===== src/include/ust_pkg.sv =====
// Package with register map, field layout, reset values and state codes of the serial transmitter
package ust_pkg;

  // Register byte offsets
  localparam logic [4:0] ADDR_DATA   = 5'h00;
  localparam logic [4:0] ADDR_STATUS = 5'h04;
  localparam logic [4:0] ADDR_CTRL   = 5'h08;
  localparam logic [4:0] ADDR_FORMAT = 5'h0c;
  localparam logic [4:0] ADDR_BAUD   = 5'h10;

  // Status bit positions
  localparam int ST_BUF_EMPTY = 0;
  localparam int ST_TX_DONE   = 1;
  localparam int ST_TX_BUSY   = 2;
  localparam int ST_RX_DONE   = 3;
  localparam int ST_FRAME_ERR = 4;

  // Control bit positions
  localparam int CT_TX_EN  = 0;
  localparam int CT_RX_EN  = 1;
  localparam int CT_NINTH  = 2;
  localparam int CT_DOUBLE = 3;

  // Format field positions
  localparam int FM_SIZE_LO = 0;
  localparam int FM_PAR_LO  = 3;
  localparam int FM_STOP2   = 5;
  localparam int FM_CPOL    = 6;
  localparam int FM_SYNC    = 7;
  localparam int FM_SLAVE   = 8;

  // Reset values
  localparam logic [2:0]  RST_CHAR_SIZE = 3'h3;
  localparam logic [11:0] RST_DIVISOR   = 12'h000;

  // Character size codes
  localparam logic [2:0] SIZE_5 = 3'h0;
  localparam logic [2:0] SIZE_6 = 3'h1;
  localparam logic [2:0] SIZE_7 = 3'h2;
  localparam logic [2:0] SIZE_8 = 3'h3;
  localparam logic [2:0] SIZE_9 = 3'h7;

  // Baud ticks per bit, last index of the prescaler
  localparam logic [3:0] PRE_LAST_NORMAL = 4'hf;
  localparam logic [3:0] PRE_LAST_DOUBLE = 4'h7;

  typedef enum logic [2:0] {
    FR_IDLE   = 3'b000,
    FR_START  = 3'b001,
    FR_DATA   = 3'b010,
    FR_PARITY = 3'b011,
    FR_STOP1  = 3'b100,
    FR_STOP2  = 3'b101
  } ust_frame_e;

endpackage


===== src/core/ust_usart_tx.sv =====
// Serial port transmitter with shared frame format, asynchronous and synchronous receive path and Avalon-MM registers
`timescale 1ns/1ps
module ust_usart_tx (
  // Clock and reset
  input  wire logic        mclk,
  input  wire logic        rst_n,
  // Avalon-MM slave
  input  wire logic [4:0]  avs_address,
  input  wire logic        avs_read,
  input  wire logic        avs_write,
  input  wire logic [31:0] avs_writedata,
  output logic      [31:0] avs_readdata,
  output logic             avs_waitrequest,
  // Serial pins
  output logic             serial_tx_pin,
  output logic             serial_tx_oe,
  input  wire logic        serial_rx_pin,
  // Transfer clock pin
  input  wire logic        transfer_clock_pin_i,
  output logic             transfer_clock_pin_o,
  output logic             transfer_clock_pin_oe
);

  typedef struct packed {
    logic                ack;
    logic [31:0]         rdata;
    logic                tx_en;
    logic                rx_en;
    logic                ninth;
    logic                dbl;
    logic [2:0]          csize;
    logic [1:0]          par_mode;
    logic                stop2;
    logic                cpol;
    logic                sync;
    logic                slave;
    logic [11:0]         divisor;
    logic [11:0]         bcnt;
    logic [8:0]          buf_data;
    logic                buf_full;
    logic                tx_enable_bit_eff;
    logic                txc;
    ust_pkg::ust_frame_e tx_st;
    logic [8:0]          tx_sh;
    logic                tx_par;
    logic [3:0]          tx_cnt;
    logic [3:0]          tx_pre;
    logic                tx_line;
    logic                xck_o;
    logic                xck_oe;
    logic                xck_prev;
    ust_pkg::ust_frame_e rx_st;
    logic [3:0]          rx_pre;
    logic [3:0]          rx_cnt;
    logic [8:0]          rx_sh;
    logic [8:0]          rx_data;
    logic                rx_complete_flag;
    logic                fe;
  } ust_state_s;

  ust_state_s s_reg;
  ust_state_s s_next;

  logic       baud_tick;
  logic [3:0] pre_last;
  logic [3:0] nbits;
  logic [8:0] dmask;
  logic       par_en;
  logic       xck_cur;
  logic       rise;
  logic       fall;
  logic       chg_edge;
  logic       smp_edge;
  logic       tx_tick;
  logic       rx_smp;
  logic       rx_start;
  logic       wr;
  logic       fin;
  logic [8:0] load_data;
  logic [31:0] rd_val;

  always_comb begin
    s_next    = s_reg;
    fin       = 1'b0;
    rd_val    = 32'h0000_0000;
    // one format for tx and rx
    // size code to data bit count
    unique case (s_reg.csize)
      ust_pkg::SIZE_5: nbits = 4'h5;
      ust_pkg::SIZE_6: nbits = 4'h6;
      ust_pkg::SIZE_7: nbits = 4'h7;
      ust_pkg::SIZE_9: nbits = 4'h9;
      default:         nbits = 4'h8;
    endcase
    dmask     = 9'(({1'b0, 9'h1ff} >> (4'h9 - nbits)));
    par_en    = s_reg.par_mode[1];
    load_data = {s_reg.ninth, s_reg.buf_data[7:0]} & dmask;

    baud_tick = (s_reg.bcnt == 12'h000);
    s_next.bcnt = baud_tick ? s_reg.divisor : s_reg.bcnt - 12'h001;
    pre_last = s_reg.dbl ? ust_pkg::PRE_LAST_DOUBLE : ust_pkg::PRE_LAST_NORMAL;

    // master drives clock pin, slave follows it
    if (s_reg.sync && !s_reg.slave && baud_tick) begin
      s_next.xck_o = ~s_reg.xck_o;
    end
    s_next.xck_oe   = s_reg.sync & ~s_reg.slave & (s_reg.tx_enable_bit_eff | s_reg.rx_en);
    xck_cur         = s_reg.slave ? transfer_clock_pin_i : s_reg.xck_o;
    s_next.xck_prev = xck_cur;
    rise            = xck_cur & ~s_reg.xck_prev;
    fall            = ~xck_cur & s_reg.xck_prev;
    chg_edge = s_reg.cpol ? fall : rise;
    smp_edge = s_reg.cpol ? rise : fall;

    // divide by 16 or 8, sync by 2
    if (baud_tick) begin
      s_next.tx_pre = (s_reg.tx_pre == pre_last) ? 4'h0 : s_reg.tx_pre + 4'h1;
    end
    tx_tick = s_reg.sync ? chg_edge : (baud_tick && s_reg.tx_pre == pre_last);

    // Transmit frame engine
    if (!s_reg.tx_enable_bit_eff) begin
      s_next.tx_line = 1'b1;
      s_next.tx_st   = ust_pkg::FR_IDLE;
    end else if (tx_tick) begin
      unique case (s_reg.tx_st)
        ust_pkg::FR_IDLE: begin
          s_next.tx_line = 1'b1;
          if (s_reg.buf_full) begin
            fin = 1'b1;
          end
        end
        ust_pkg::FR_START: begin
          s_next.tx_st   = ust_pkg::FR_DATA;
          s_next.tx_cnt  = 4'h0;
          s_next.tx_line = s_reg.tx_sh[0];
        end
        ust_pkg::FR_DATA: begin
          if (s_reg.tx_cnt == nbits - 4'h1) begin
            s_next.tx_st   = par_en ? ust_pkg::FR_PARITY : ust_pkg::FR_STOP1;
            s_next.tx_line = par_en ? s_reg.tx_par : 1'b1;
          end else begin
            s_next.tx_cnt  = s_reg.tx_cnt + 4'h1;
            s_next.tx_line = s_reg.tx_sh[s_reg.tx_cnt + 4'h1];
          end
        end
        ust_pkg::FR_PARITY: begin
          s_next.tx_st   = ust_pkg::FR_STOP1;
          s_next.tx_line = 1'b1;
        end
        ust_pkg::FR_STOP1: begin
          if (s_reg.stop2) begin
            s_next.tx_st = ust_pkg::FR_STOP2;
          end else begin
            fin = 1'b1;
          end
        end
        ust_pkg::FR_STOP2: begin
          fin = 1'b1;
        end
        default: begin
          s_next.tx_st = ust_pkg::FR_IDLE;
        end
      endcase
      if (fin) begin
        if (s_reg.buf_full) begin
          s_next.tx_sh    = load_data;
          s_next.tx_par   = (^load_data) ^ s_reg.par_mode[0];
          s_next.buf_full = 1'b0;
          s_next.tx_st    = ust_pkg::FR_START;
          s_next.tx_line  = 1'b0;
        end else begin
          s_next.tx_st   = ust_pkg::FR_IDLE;
          s_next.tx_line = 1'b1;
          if (s_reg.tx_st != ust_pkg::FR_IDLE) begin
            s_next.txc = 1'b1;
          end
        end
      end
    end

    // disable waits for shifter and buffer
    s_next.tx_enable_bit_eff = s_reg.tx_en |
                      (s_reg.tx_enable_bit_eff & (s_reg.tx_st != ust_pkg::FR_IDLE | s_reg.buf_full));

    // Receive path, sampled opposite the change edge in sync mode, mid-bit by the prescaler in async mode
    if (baud_tick) begin
      s_next.rx_pre = (s_reg.rx_pre == pre_last) ? 4'h0 : s_reg.rx_pre + 4'h1;
    end
    rx_smp   = s_reg.sync ? smp_edge : (baud_tick && s_reg.rx_pre == pre_last);
    rx_start = s_reg.sync ? (smp_edge && !serial_rx_pin) :
               (baud_tick && s_reg.rx_pre == (pre_last >> 1) && !serial_rx_pin);
    if (!s_reg.rx_en) begin
      s_next.rx_st = ust_pkg::FR_IDLE;
    end else if (s_reg.rx_st == ust_pkg::FR_IDLE) begin
      if (!s_reg.sync && serial_rx_pin) begin
        s_next.rx_pre = 4'h0;
      end
      if (rx_start) begin
        s_next.rx_st  = ust_pkg::FR_DATA;
        s_next.rx_cnt = 4'h0;
        s_next.rx_sh  = 9'h000;
        s_next.rx_pre = 4'h0;
      end
    end else if (rx_smp) begin
      unique case (s_reg.rx_st)
        ust_pkg::FR_DATA: begin
          s_next.rx_sh[s_reg.rx_cnt] = serial_rx_pin;
          s_next.rx_cnt              = s_reg.rx_cnt + 4'h1;
          if (s_reg.rx_cnt == nbits - 4'h1) begin
            s_next.rx_st = par_en ? ust_pkg::FR_PARITY : ust_pkg::FR_STOP1;
          end
        end
        ust_pkg::FR_PARITY: begin
          s_next.rx_st = ust_pkg::FR_STOP1;
        end
        default: begin
          // only first stop checked, second ignored
          s_next.rx_data = s_reg.rx_sh;
          s_next.rx_complete_flag     = 1'b1;
          s_next.fe      = ~serial_rx_pin;
          s_next.rx_st   = ust_pkg::FR_IDLE;
        end
      endcase
    end

    // Avalon-MM: one wait cycle, write lands on the acknowledge edge
    s_next.ack = (avs_read | avs_write) & ~s_reg.ack;
    unique case (avs_address)
      ust_pkg::ADDR_DATA:   rd_val = {23'h000000, s_reg.rx_data};
      ust_pkg::ADDR_STATUS: rd_val = {27'h0000000, s_reg.fe, s_reg.rx_complete_flag,
                                      (s_reg.tx_st != ust_pkg::FR_IDLE), s_reg.txc, ~s_reg.buf_full};
      ust_pkg::ADDR_CTRL:   rd_val = {28'h0000000, s_reg.dbl, s_reg.ninth, s_reg.rx_en, s_reg.tx_en};
      ust_pkg::ADDR_FORMAT: rd_val = {23'h000000, s_reg.slave, s_reg.sync, s_reg.cpol, s_reg.stop2,
                                      s_reg.par_mode, s_reg.csize};
      ust_pkg::ADDR_BAUD:   rd_val = {20'h00000, s_reg.divisor};
      default:              rd_val = 32'h0000_0000;
    endcase
    if (avs_read && !s_reg.ack) begin
      s_next.rdata = rd_val;
    end
    // Data read clears receive done unless a frame lands now
    if (avs_read && s_reg.ack && avs_address == ust_pkg::ADDR_DATA && !(s_next.rx_complete_flag && !s_reg.rx_complete_flag)) begin
      s_next.rx_complete_flag = 1'b0;
    end
    wr = avs_write & s_reg.ack;
    if (wr) begin
      unique case (avs_address)
        ust_pkg::ADDR_DATA: begin
          // data write fills buffer, starts send
          // buffer empty flag drops on write
          s_next.buf_data = avs_writedata[8:0];
          s_next.buf_full = 1'b1;
        end
        ust_pkg::ADDR_STATUS: begin
          // write one clears, a new set wins
          if (avs_writedata[ust_pkg::ST_TX_DONE] && !(s_next.txc && !s_reg.txc)) begin
            s_next.txc = 1'b0;
          end
          if (avs_writedata[ust_pkg::ST_FRAME_ERR] && !(rx_smp && s_reg.rx_st == ust_pkg::FR_STOP1)) begin
            s_next.fe = 1'b0;
          end
        end
        ust_pkg::ADDR_CTRL: begin
          s_next.tx_en = avs_writedata[ust_pkg::CT_TX_EN];
          s_next.rx_en = avs_writedata[ust_pkg::CT_RX_EN];
          s_next.ninth = avs_writedata[ust_pkg::CT_NINTH];
          s_next.dbl   = avs_writedata[ust_pkg::CT_DOUBLE];
        end
        ust_pkg::ADDR_FORMAT: begin
          s_next.csize    = avs_writedata[ust_pkg::FM_SIZE_LO +: 3];
          s_next.par_mode = avs_writedata[ust_pkg::FM_PAR_LO +: 2];
          s_next.stop2    = avs_writedata[ust_pkg::FM_STOP2];
          s_next.cpol     = avs_writedata[ust_pkg::FM_CPOL];
          s_next.sync     = avs_writedata[ust_pkg::FM_SYNC];
          s_next.slave    = avs_writedata[ust_pkg::FM_SLAVE];
        end
        ust_pkg::ADDR_BAUD: begin
          // Divisor write restarts the baud counter
          s_next.divisor = avs_writedata[11:0];
          s_next.bcnt    = avs_writedata[11:0];
        end
        default: begin
        end
      endcase
    end
  end

  always_ff @(posedge mclk) begin
    if (!rst_n) begin
      s_reg          <= '0;
      s_reg.csize    <= ust_pkg::RST_CHAR_SIZE;
      s_reg.divisor  <= ust_pkg::RST_DIVISOR;
      s_reg.bcnt     <= ust_pkg::RST_DIVISOR;
      s_reg.tx_line  <= 1'b1;
      s_reg.tx_st    <= ust_pkg::FR_IDLE;
      s_reg.rx_st    <= ust_pkg::FR_IDLE;
    end else begin
      s_reg <= s_next;
    end
  end

  assign avs_readdata          = s_reg.rdata;
  assign avs_waitrequest       = ~s_reg.ack;
  assign serial_tx_pin         = s_reg.tx_line;
  assign serial_tx_oe          = s_reg.tx_enable_bit_eff;
  assign transfer_clock_pin_o  = s_reg.xck_o;
  assign transfer_clock_pin_oe = s_reg.xck_oe;

endmodule


===== config.mk =====
export PLATFORM = sky130hd
export DESIGN_NAME = ust_usart_tx
export DESIGN_NICKNAME = d
export VERILOG_FILES = /design/src/include/ust_pkg.sv /design/src/core/ust_usart_tx.sv
export SDC_FILE = /design/constraint.sdc
export NUM_CORES = 1
export LEC_CHECK = 0
export BUFFER_PORTS_ARGS = -buffer_cell sky130_fd_sc_hd__buf_2
export CORE_ASPECT_RATIO = 0.8
export CORE_MARGIN = 1.5
export CORE_UTILIZATION = 45
export DETAILED_ROUTE_END_ITERATION = 8
export GPL_ROUTABILITY_DRIVEN = 0
export HOLD_SLACK_MARGIN = 0.02
export PLACE_DENSITY_LB_ADDON = 0.2
export SYNTH_ARGS = -nofsm -noshare
export SYNTH_HDL_FRONTEND = slang
export SYNTH_SLANG_ARGS = --single-unit

===== constraint.sdc =====
create_clock -name mclk -period 4.1 [get_ports mclk]
set_clock_uncertainty 0.15 [all_clocks]
set_input_delay 0.41 -clock mclk [delete_from_list [all_inputs] [get_ports mclk]]
set_output_delay 0.41 -clock mclk [all_outputs]
set_load 0.005 [all_outputs]

==> run summary, run 1 <==
The worst-path maximum fanout is 12. The fraction of final layout cells with drive strength greater than 1 is 0.1094. The first-pass GRT wire length is 27,100 µm. The count of TritonRoute iterations in the first routing pass came out at 5. Of the available clock period, the critical path in the final layout requires 0.8199.

The HPWL after detailed placement is ~12,000 µm. The mean area per synthesized cell is 7.996 µm². The area of the core is roughly 14,000 µm². The CTS tree is yes. The number of nets in the layout is about 840. Of the synthesized area, sequential elements account for 0.3755. The number of routed nets with antenna violations is 0. The number of clock buffers added by TritonCTS is 17. The total number of vias is 5,671. The number of primary I/O pins is 80. In this design, the largest share of critical-path delay is due to simple AND/OR/NAND/NOR gates. The number of sinks on the clock net came out at ~120. The overall die height came out at 108.3 µm.

The number of gates resized after CTS came out at 0. For this configuration, the core starts out at a cell density of 0.4603. Max-cap violations in this run came to 0.

The source-to-sink clock delay at the later pin of the worst-skew pair is roughly 0.42 ns. The most frequent standard cell in the layout excluding fill and tap cells is dfxtp_1. The aggregate global routing overflow came out at 0. The flow ran to the end, and the final reports show no timing, DRC or antenna violations. The max-slew violation total from the final report came out at 0. STA classifies the critical path startpoint as a register. The mux contribution to synthesized area came out at 0.05537. The detailed-route wire length per cell came out at approximately 17 µm. The delay of the slowest critical-path stage is 0.49 ns. The sum of negative setup slack came out at 0 ns. Across the whole layout, storage elements account for 2342 µm². The share of flip-flops with an asynchronous set or reset after synthesis came out at 0. The area growth from synthesis to final layout came out at 11.72%. Among all flip-flop cells after synthesis, the most frequent one is dfxtp_1. In this run, synthesis produced a sequential element count of between 100 and 150.

The number of failing hold endpoints at the final stage is 0. The total power after layout is about 3.4 mW. The initial antenna violation count came out at 0. The smallest clock period supported by the final layout is computed as approximately 3.4 ns.

The worst path arrival time came out at approximately 3.5 ns. The cell sitting at the root of the clock tree is a clkbuf_16. The worst setup path is of the register to register kind.

The main combinational cell family by area after synthesis is simple AND/OR/NAND/NOR gates. In this run the static leakage power is 2.729 nW. The relative max-transition margin is 0.4013. The endpoint kind of the worst setup timing path is a register. The power density normalized to cell area came out at between 400 and 500 nW/µm².

Entering global routing, the biggest net connects 85 pins. The detailed router finished its first iteration with approximately 370 violations. The post-layout utilization of the core is 0.5142. The number of vias per cell after detailed routing is around 5.8.

The number of port buffers came out at 39. In this run, synthesis inferred 0 flip-flops with an integrated enable. The number of hold buffers added after cts is 0. The largest buffer count on any clock path is 2. Of the total synthesized cell area, the portion taken by AND, OR, NAND and NOR gates is 0.2381.

The post-synthesis compound-gate area fraction came out at 0.1966. The via count of the first global-routing pass came out at 5,219. Leaving out fill and tap cells, the most frequent cells in the layout are dfxtp_1, nand2_1, a21oi_1, nor2_1, buf_2. Setup repair after global routing left no endpoint under its margin. The count of standard-cell rows is 38. Data on the critical path is required at its endpoint by ~4.2 ns. The number of distinct standard cells referenced by the synthesized netlist is 63. The filler cell count in the final layout came out at approximately 1,300. The maximum VDD drop came out at about 0.00031 V. The total detailed-routing wirelength came out at between 15,000 and 20,000 µm.

Derived from the worst setup path, the maximum achievable clock frequency is 297.5 MHz. The worst hold path class is primary input to register. The global-route usage over all layers came out at 0.2395. The DRC violations left came out at 0. The buffering stage count on the worst path with inverters included is 2. The synthesized netlist occupies a cell area of 6237 µm². The fraction of the mapped netlist area in adder cells came out at 0.02608. Summing all multi-input logic gate instances after layout gives 3470 µm². Of the total synthesized cell area, the portion taken by XOR and XNOR cells is 0.02808. Buffers added to address setup during post-CTS repair amount to 0.

Traced cell by cell, the critical path runs through inv_1 -> ha_1 -> or4b_4 -> or3_1 -> a2bb2oi_1 -> buf_4 -> or2_1 -> and3_1 -> or4_1. In this run the horizontal extent of the chip is around 130 µm. After layout, the worst setup slack is roughly 0.74 ns. The transition time at the pin with the least slew margin is between 0.8 and 0.9 ns. The worst setup slack before clock tree synthesis came out at between 0.7 and 0.8 ns. After clock tree synthesis, the clock-pin slew on the worst setup and hold paths is approximately 0.060 ns. The number of H-tree branching levels is 4. The count of synthesis-stage warnings from yosys is 0. Among all stages on the critical path, the largest delay is contributed by or4b_4. The number of setup violations in the final report came out at 0.

The antenna diode count is 0. In the synthesized netlist, the number of instances is 780. The number of flip-flops under the largest register name is 100.

The die footprint is around 15,000 µm².
==> where the power goes <==
part | total [mW] | switching [mW] | internal (mW)
Combinational | 0.508 | 0.293 | 0.215
Sequential | 1.26 | 0.0618 | 1.20
Clock | 1.62 | 0.528 | 1.09
==> per-stage QoR <==
| stage | hold WS [ns] | cell area, µm² | std cells |
|---|---|---|---|
| 6_report | 0.1088 | 6968 | 975 |
| 5_1_grt | 0.1275 | 6968 | 975 |
| 4_1_cts | 0.1011 | 6968 | 975 |
| 3_5_place_dp | 0.2911 | 6337 | 943 |
| 3_3_place_gp | 0.2895 | 6337 | 943 |
| 2_1_floorplan | 0.2787 | 6309 | 799 |
==> final timing paths <==
kind / from / to / slack, ns / cells past startpoint
max: s_reg[68] / s_reg[43] / 0.74 / 9
min: avs_writedata[9] / s_reg[89] / 0.11 / 3
max reg2reg: s_reg[68] / s_reg[43] / 0.74 / 9
min reg2reg: avs_readdata[10] / avs_readdata[10] / 0.31 / 2
==> tightest hold or removal path, delay by kind of cell <==
family | cells | cell delay [ns]
compound gates | 1 | 0.06
buf+inv | 1 | 0.10
simple gates | 1 | 0.06
==> kinds of logic after synthesis <==
logic type,Yosys count
fa+ha+maj,13
xor+xnor,20
mux,32
buf+inv,99
compound gates,189
other cells,1
flops,117
simple gates,309
==> Yosys cell counts, drive strengths merged, types with 5 or more instances <==
master	instances	area, µm²
buf	38	267.8
xor2	13	113.9
nand2b	12	75.07
or4	8	60.06
xnor2	7	61.31
o221a	6	67.56
a21boi	5	37.54
a31oi	5	31.28
o211ai	14	105.1
nand2	110	412.9
o31ai	6	45.04
a222oi	9	90.09
nand3	31	155.2
nor2	71	266.5
a21oi	86	430.4
clkbuf	41	153.9
dfxtp	117	2342
ha	13	162.7
mux2i	30	300.3
nand4	6	37.54
nor3	19	95.09
o21ai	18	90.08
or3	9	61.31
inv	20	75.07
a21o	11	82.58
nor2b	6	37.54
and3	8	50.05
==> layout make-up <==
type,count,area share
well taps,180,0.03232
clock buffers,21,0.06464
clock inverters,11,0.02586
inverters,20,0.01077
repair buffers,43,0.03232
multi-input cells,583,0.4979
flip-flops and latches,117,0.3361
==> routing by layer <==
layer / wire, µm / global-route usage / vias to the layer above
li1: - / - / 2728
met1: 8077 / 0.3367 / 2729
met2: 7427 / 0.3685 / 194
met3: 1134 / 0.04829 / 20
met4: 200 / 0.07757 / 0
met5: 0 / 0 / -
Note: power is estimated with default switching activity, not from simulation.
==> run 2, diff against run 1 <==
- ABC_AREA: not set -> 1
- clock period: 4.1 -> 3.24 ns (I/O delays scaled with it)
==> run 2 against run 1 <==
  * Setup slack worse by 0.19 ns
  * Total power is 25% higher
  * Critical endpoint is now s_reg[55]
  * Largest cell class unchanged
  * Worst hold slack worse by 0.073 ns
==> run summary, run 2 <==
The die boundary width is 134.0 µm (-0.46%). The most common cell in the netlist is nand2_1. The combinational power share came out at 0.146 (-0.004).

In this run the worst setup path begins at s_reg[100]. The number of failing hold endpoints at the final stage is 0 (unchanged). The static power due to leakage is 2.890 nW (+5.9%).

The relative max-transition margin came out at 0.4987 (+0.09737). The count of synthesis-stage warnings from yosys is 0 (unchanged). Leaving out fill and tap cells, the most frequent cells in the layout are nand2_1, dfxtp_1, inv_1, a21oi_1, nor2_1. The proportion of power drawn by the clock network came out at 0.482 (+0.005). The startpoint type of the worst setup path is a register. The detailed-route wire length per cell came to 13.94 µm (-19%). The power density normalized to cell area is 606.0 nW/µm² (+25%). The initial antenna violation count was 0 (unchanged).

The max-slew violation total from the final report came out at 0 (unchanged). Sorting the synthesized cells by how often they occur yields nand2_1, dfxtp_1, inv_1. The proportion of power drawn by flip-flops and latches is 0.372 (about the same). The number of H-tree branching levels came out at 4 (unchanged). The sum of negative setup slack came out at 0 ns (unchanged). The slack of the worst reg-to-reg path came to 0.55 ns (-0.19 ns). The number of routed nets with antenna violations came out at 0 (unchanged). The first-pass GRT wire length came out at 25,830 µm (-4.7%). The overall die height is 107.8 µm (-0.46%). The netlist area before placement is 6178 µm² (-0.94%).

The number of gates resized after CTS came out at 0 (unchanged). The number of port buffers came out at 39 (unchanged). The hold path startpoint is avs_writedata[9]. The count of TritonRoute iterations in the first routing pass came to 5 (unchanged). The transition time at the pin with the least slew margin is 0.7509 ns (-0.1471 ns). The net switching power of the design is 1.136 mW (+29%).

The min-delay analysis places its worst path in the category primary input to register. The via count of the first global-routing pass came out at 5,187 (-0.61%). The post-synthesis cell count came out at 910 (+17%). The HPWL after detailed placement is 11,360 µm (-3.7%).

The number of distinct standard cells referenced by the synthesized netlist came to 41 (-35%). The setup slack after layout came out at 0.5488 ns (-0.1896 ns). The required time of the critical path is 3.38 ns (-0.85 ns). The number of DRC markers after the initial detailed-route iteration was 349 (-4.9%). The total internal power came out at 3.105 mW (+24%).

The worst hold slack was 0.03550 ns (-0.07328 ns). The number of buffers inserted to repair setup after CTS came to 0 (unchanged). Leaving out fill and tap cells, the most frequent cell in the layout is nand2_1. The number of flip-flops under the largest register name is 100 (unchanged). The largest net degree at the start of global routing is 41 (-52%).

The number of hold buffers added after cts is 0 (unchanged). The area of the core is 13,500 µm² (-0.35%). The count of standard-cell rows came out at 38 (unchanged).

The number of sinks on the clock net came to 117 (unchanged). The source-to-sink clock delay at the later pin of the worst-skew pair came out at 0.42 ns (about the same). The number of flip-flops and latches in the synthesized netlist is 117 (unchanged). The time the worst path needs with I/O delays and setup came out at 2.691 ns (-0.6704 ns). The flow ran to the end, and the final reports show no timing, DRC or antenna violations. The CTS buffer count is 17 (unchanged). The number of setup violations in the final report is 0 (unchanged). The DRC violations left is 0 (unchanged). The fraction of final layout cells with drive strength greater than 1 is 0.1001 (-0.009329).

The worst path arrival time came out at 2.84 ns (-0.65 ns). The max-cap violation count came out at 0 (unchanged). The share of the clock period used by the worst path after layout was 0.8306 (+0.01071).

The cell sitting at the root of the clock tree is a clkbuf_16. The total number of vias is 5,659 (-0.21%). TritonCTS built the clock tree. The worst setup slack before clock tree synthesis is 0.5815 ns (-0.1788 ns).

The worst setup path category is register to register. The worst register-to-register path ends at s_reg[55]. The number of synthesized flops with an enable pin came out at 0 (unchanged). The total detailed-routing wirelength came out at 15,740 µm (-6.5%). The number of primary I/O pins came to 80 (unchanged). After synthesis, the cell types taking the most area are dfxtp_1, nand2_1, a21oi_1, o21ai_0, inv_1. Of all cell types, the one taking the most synthesized area is dfxtp_1.

Setup repair after global routing left no endpoint under its margin. The die footprint was 14,450 µm² (-0.92%). The number of nets in the layout is 992 (+18%). The global-route usage over all layers is 0.2298 (-0.009653). The aggregate global routing overflow is 0 (unchanged). The worst register-to-register path begins at s_reg[100]. The achievable clock frequency came out at 371.6 MHz (+25%).

The share of flip-flops with an asynchronous set or reset after synthesis was 0 (unchanged). Among all flip-flop cells after synthesis, the most frequent one is dfxtp_1. The fraction of power spent switching nets is 0.2678 (+0.006721).

The number of cells on the worst reg-to-reg path is 15 (+6). The post-layout utilization of the core is 0.5183 (+0.004127). The worst-path maximum fanout is 6 (-6). The worst setup path is captured at a register. The area growth from synthesis to final layout is 13.28%. The critical path ends at s_reg[55]. The maximum VDD drop came out at 0.0004109 V (+33%).

The share of the synthesized area in the top cell type is 0.3791 (+0.003574). The clock-pin slew of the registers on the worst-case setup and hold paths came out at 0.06 ns (about the same). The antenna diode count came to 0 (unchanged). The sequential-to-total area share from yosys stat came out at 0.3791 (+0.003574). The mean area per synthesized cell came out at 6.789 µm² (-15%).

The number of vias per cell after detailed routing was 5.012 (-14%). The largest buffer count on any clock path is 2 (unchanged). The initial standard-cell utilization of the core came out at 0.4576 (-0.002734).
run 2: cell families after synthesis:
family | after synthesis | synth area share
XOR/XNOR | 17 | 0.02410
adder cells (fa/ha/maj) | 13 | 0.02633
other | 1 | 0.0006070
buffers and inverters | 171 | 0.1272
multiplexers | 3 | 0.004860
flip-flops | 117 | 0.3791
AO/OA/AOI/OAI | 215 | 0.1849
AND/OR/NAND/NOR | 373 | 0.2529
run 2: worst min path at each step:
stage	slack (ns)	cells past startpoint	end
after detailed placement	0.31	2	serial_tx_pin
after floorplan	0.27	2	s_reg[3]
after global routing	0.04	3	s_reg[89]
final	0.04	3	s_reg[77]
after global placement	0.30	2	s_reg[7]
after CTS	0.03	3	s_reg[77]
run 2: area by class of cell:
class,count,area (µm²)
Clock buffer,19,432.9
Clock inverter,13,206.4
Fill cell,1397,6504
Inverter,114,430.4
Multi-Input combinational cell,641,3122
Sequential cell,117,2342
Tap cell,180,225.2
Timing Repair Buffer,45,240.2
run 2: routing by layer:
layer,track usage,vias up,part of all wire
li1,-,2967,-
met1,0.3295,2549,0.53
met2,0.3457,125,0.41
met3,0.05273,18,0.046
met4,0.05978,0,0.011
met5,0,-,0
run 2: power groups by stage:
stage	Sequential [mW]	Combinational [mW]	Clock [mW]
floorplan	1.59	0.497	0
global placement	1.60	0.603	0
detailed placement	1.60	0.615	0
CTS	1.57	0.618	2.07
global route	1.58	0.703	2.14
finish	1.58	0.619	2.05
run 2: through the flow:
stage          cells  power (mW)  area, µm²
2_1_floorplan    929       2.088       6250
3_3_place_gp    1097       2.207       6360
3_5_place_dp    1097       2.219       6360
4_1_cts         1129       4.264       6999
5_1_grt         1129       4.426       6999
6_report        1129       4.241       6999
run 2: worst max-delay path: stages (launching register included):
cell     delay (ns)
dfxtp_1        0.32
inv_1          0.16
nand2_1        0.19
nor2_1         0.22
inv_1          0.12
ha_1           0.40
xnor2_1        0.16
nand2_1        0.07
nor2_1         0.11
nand2_1        0.06
nand2_1        0.13
nand2_1        0.07
nor2_1         0.19
inv_1          0.10
nand2_1        0.07
a21oi_1        0.05
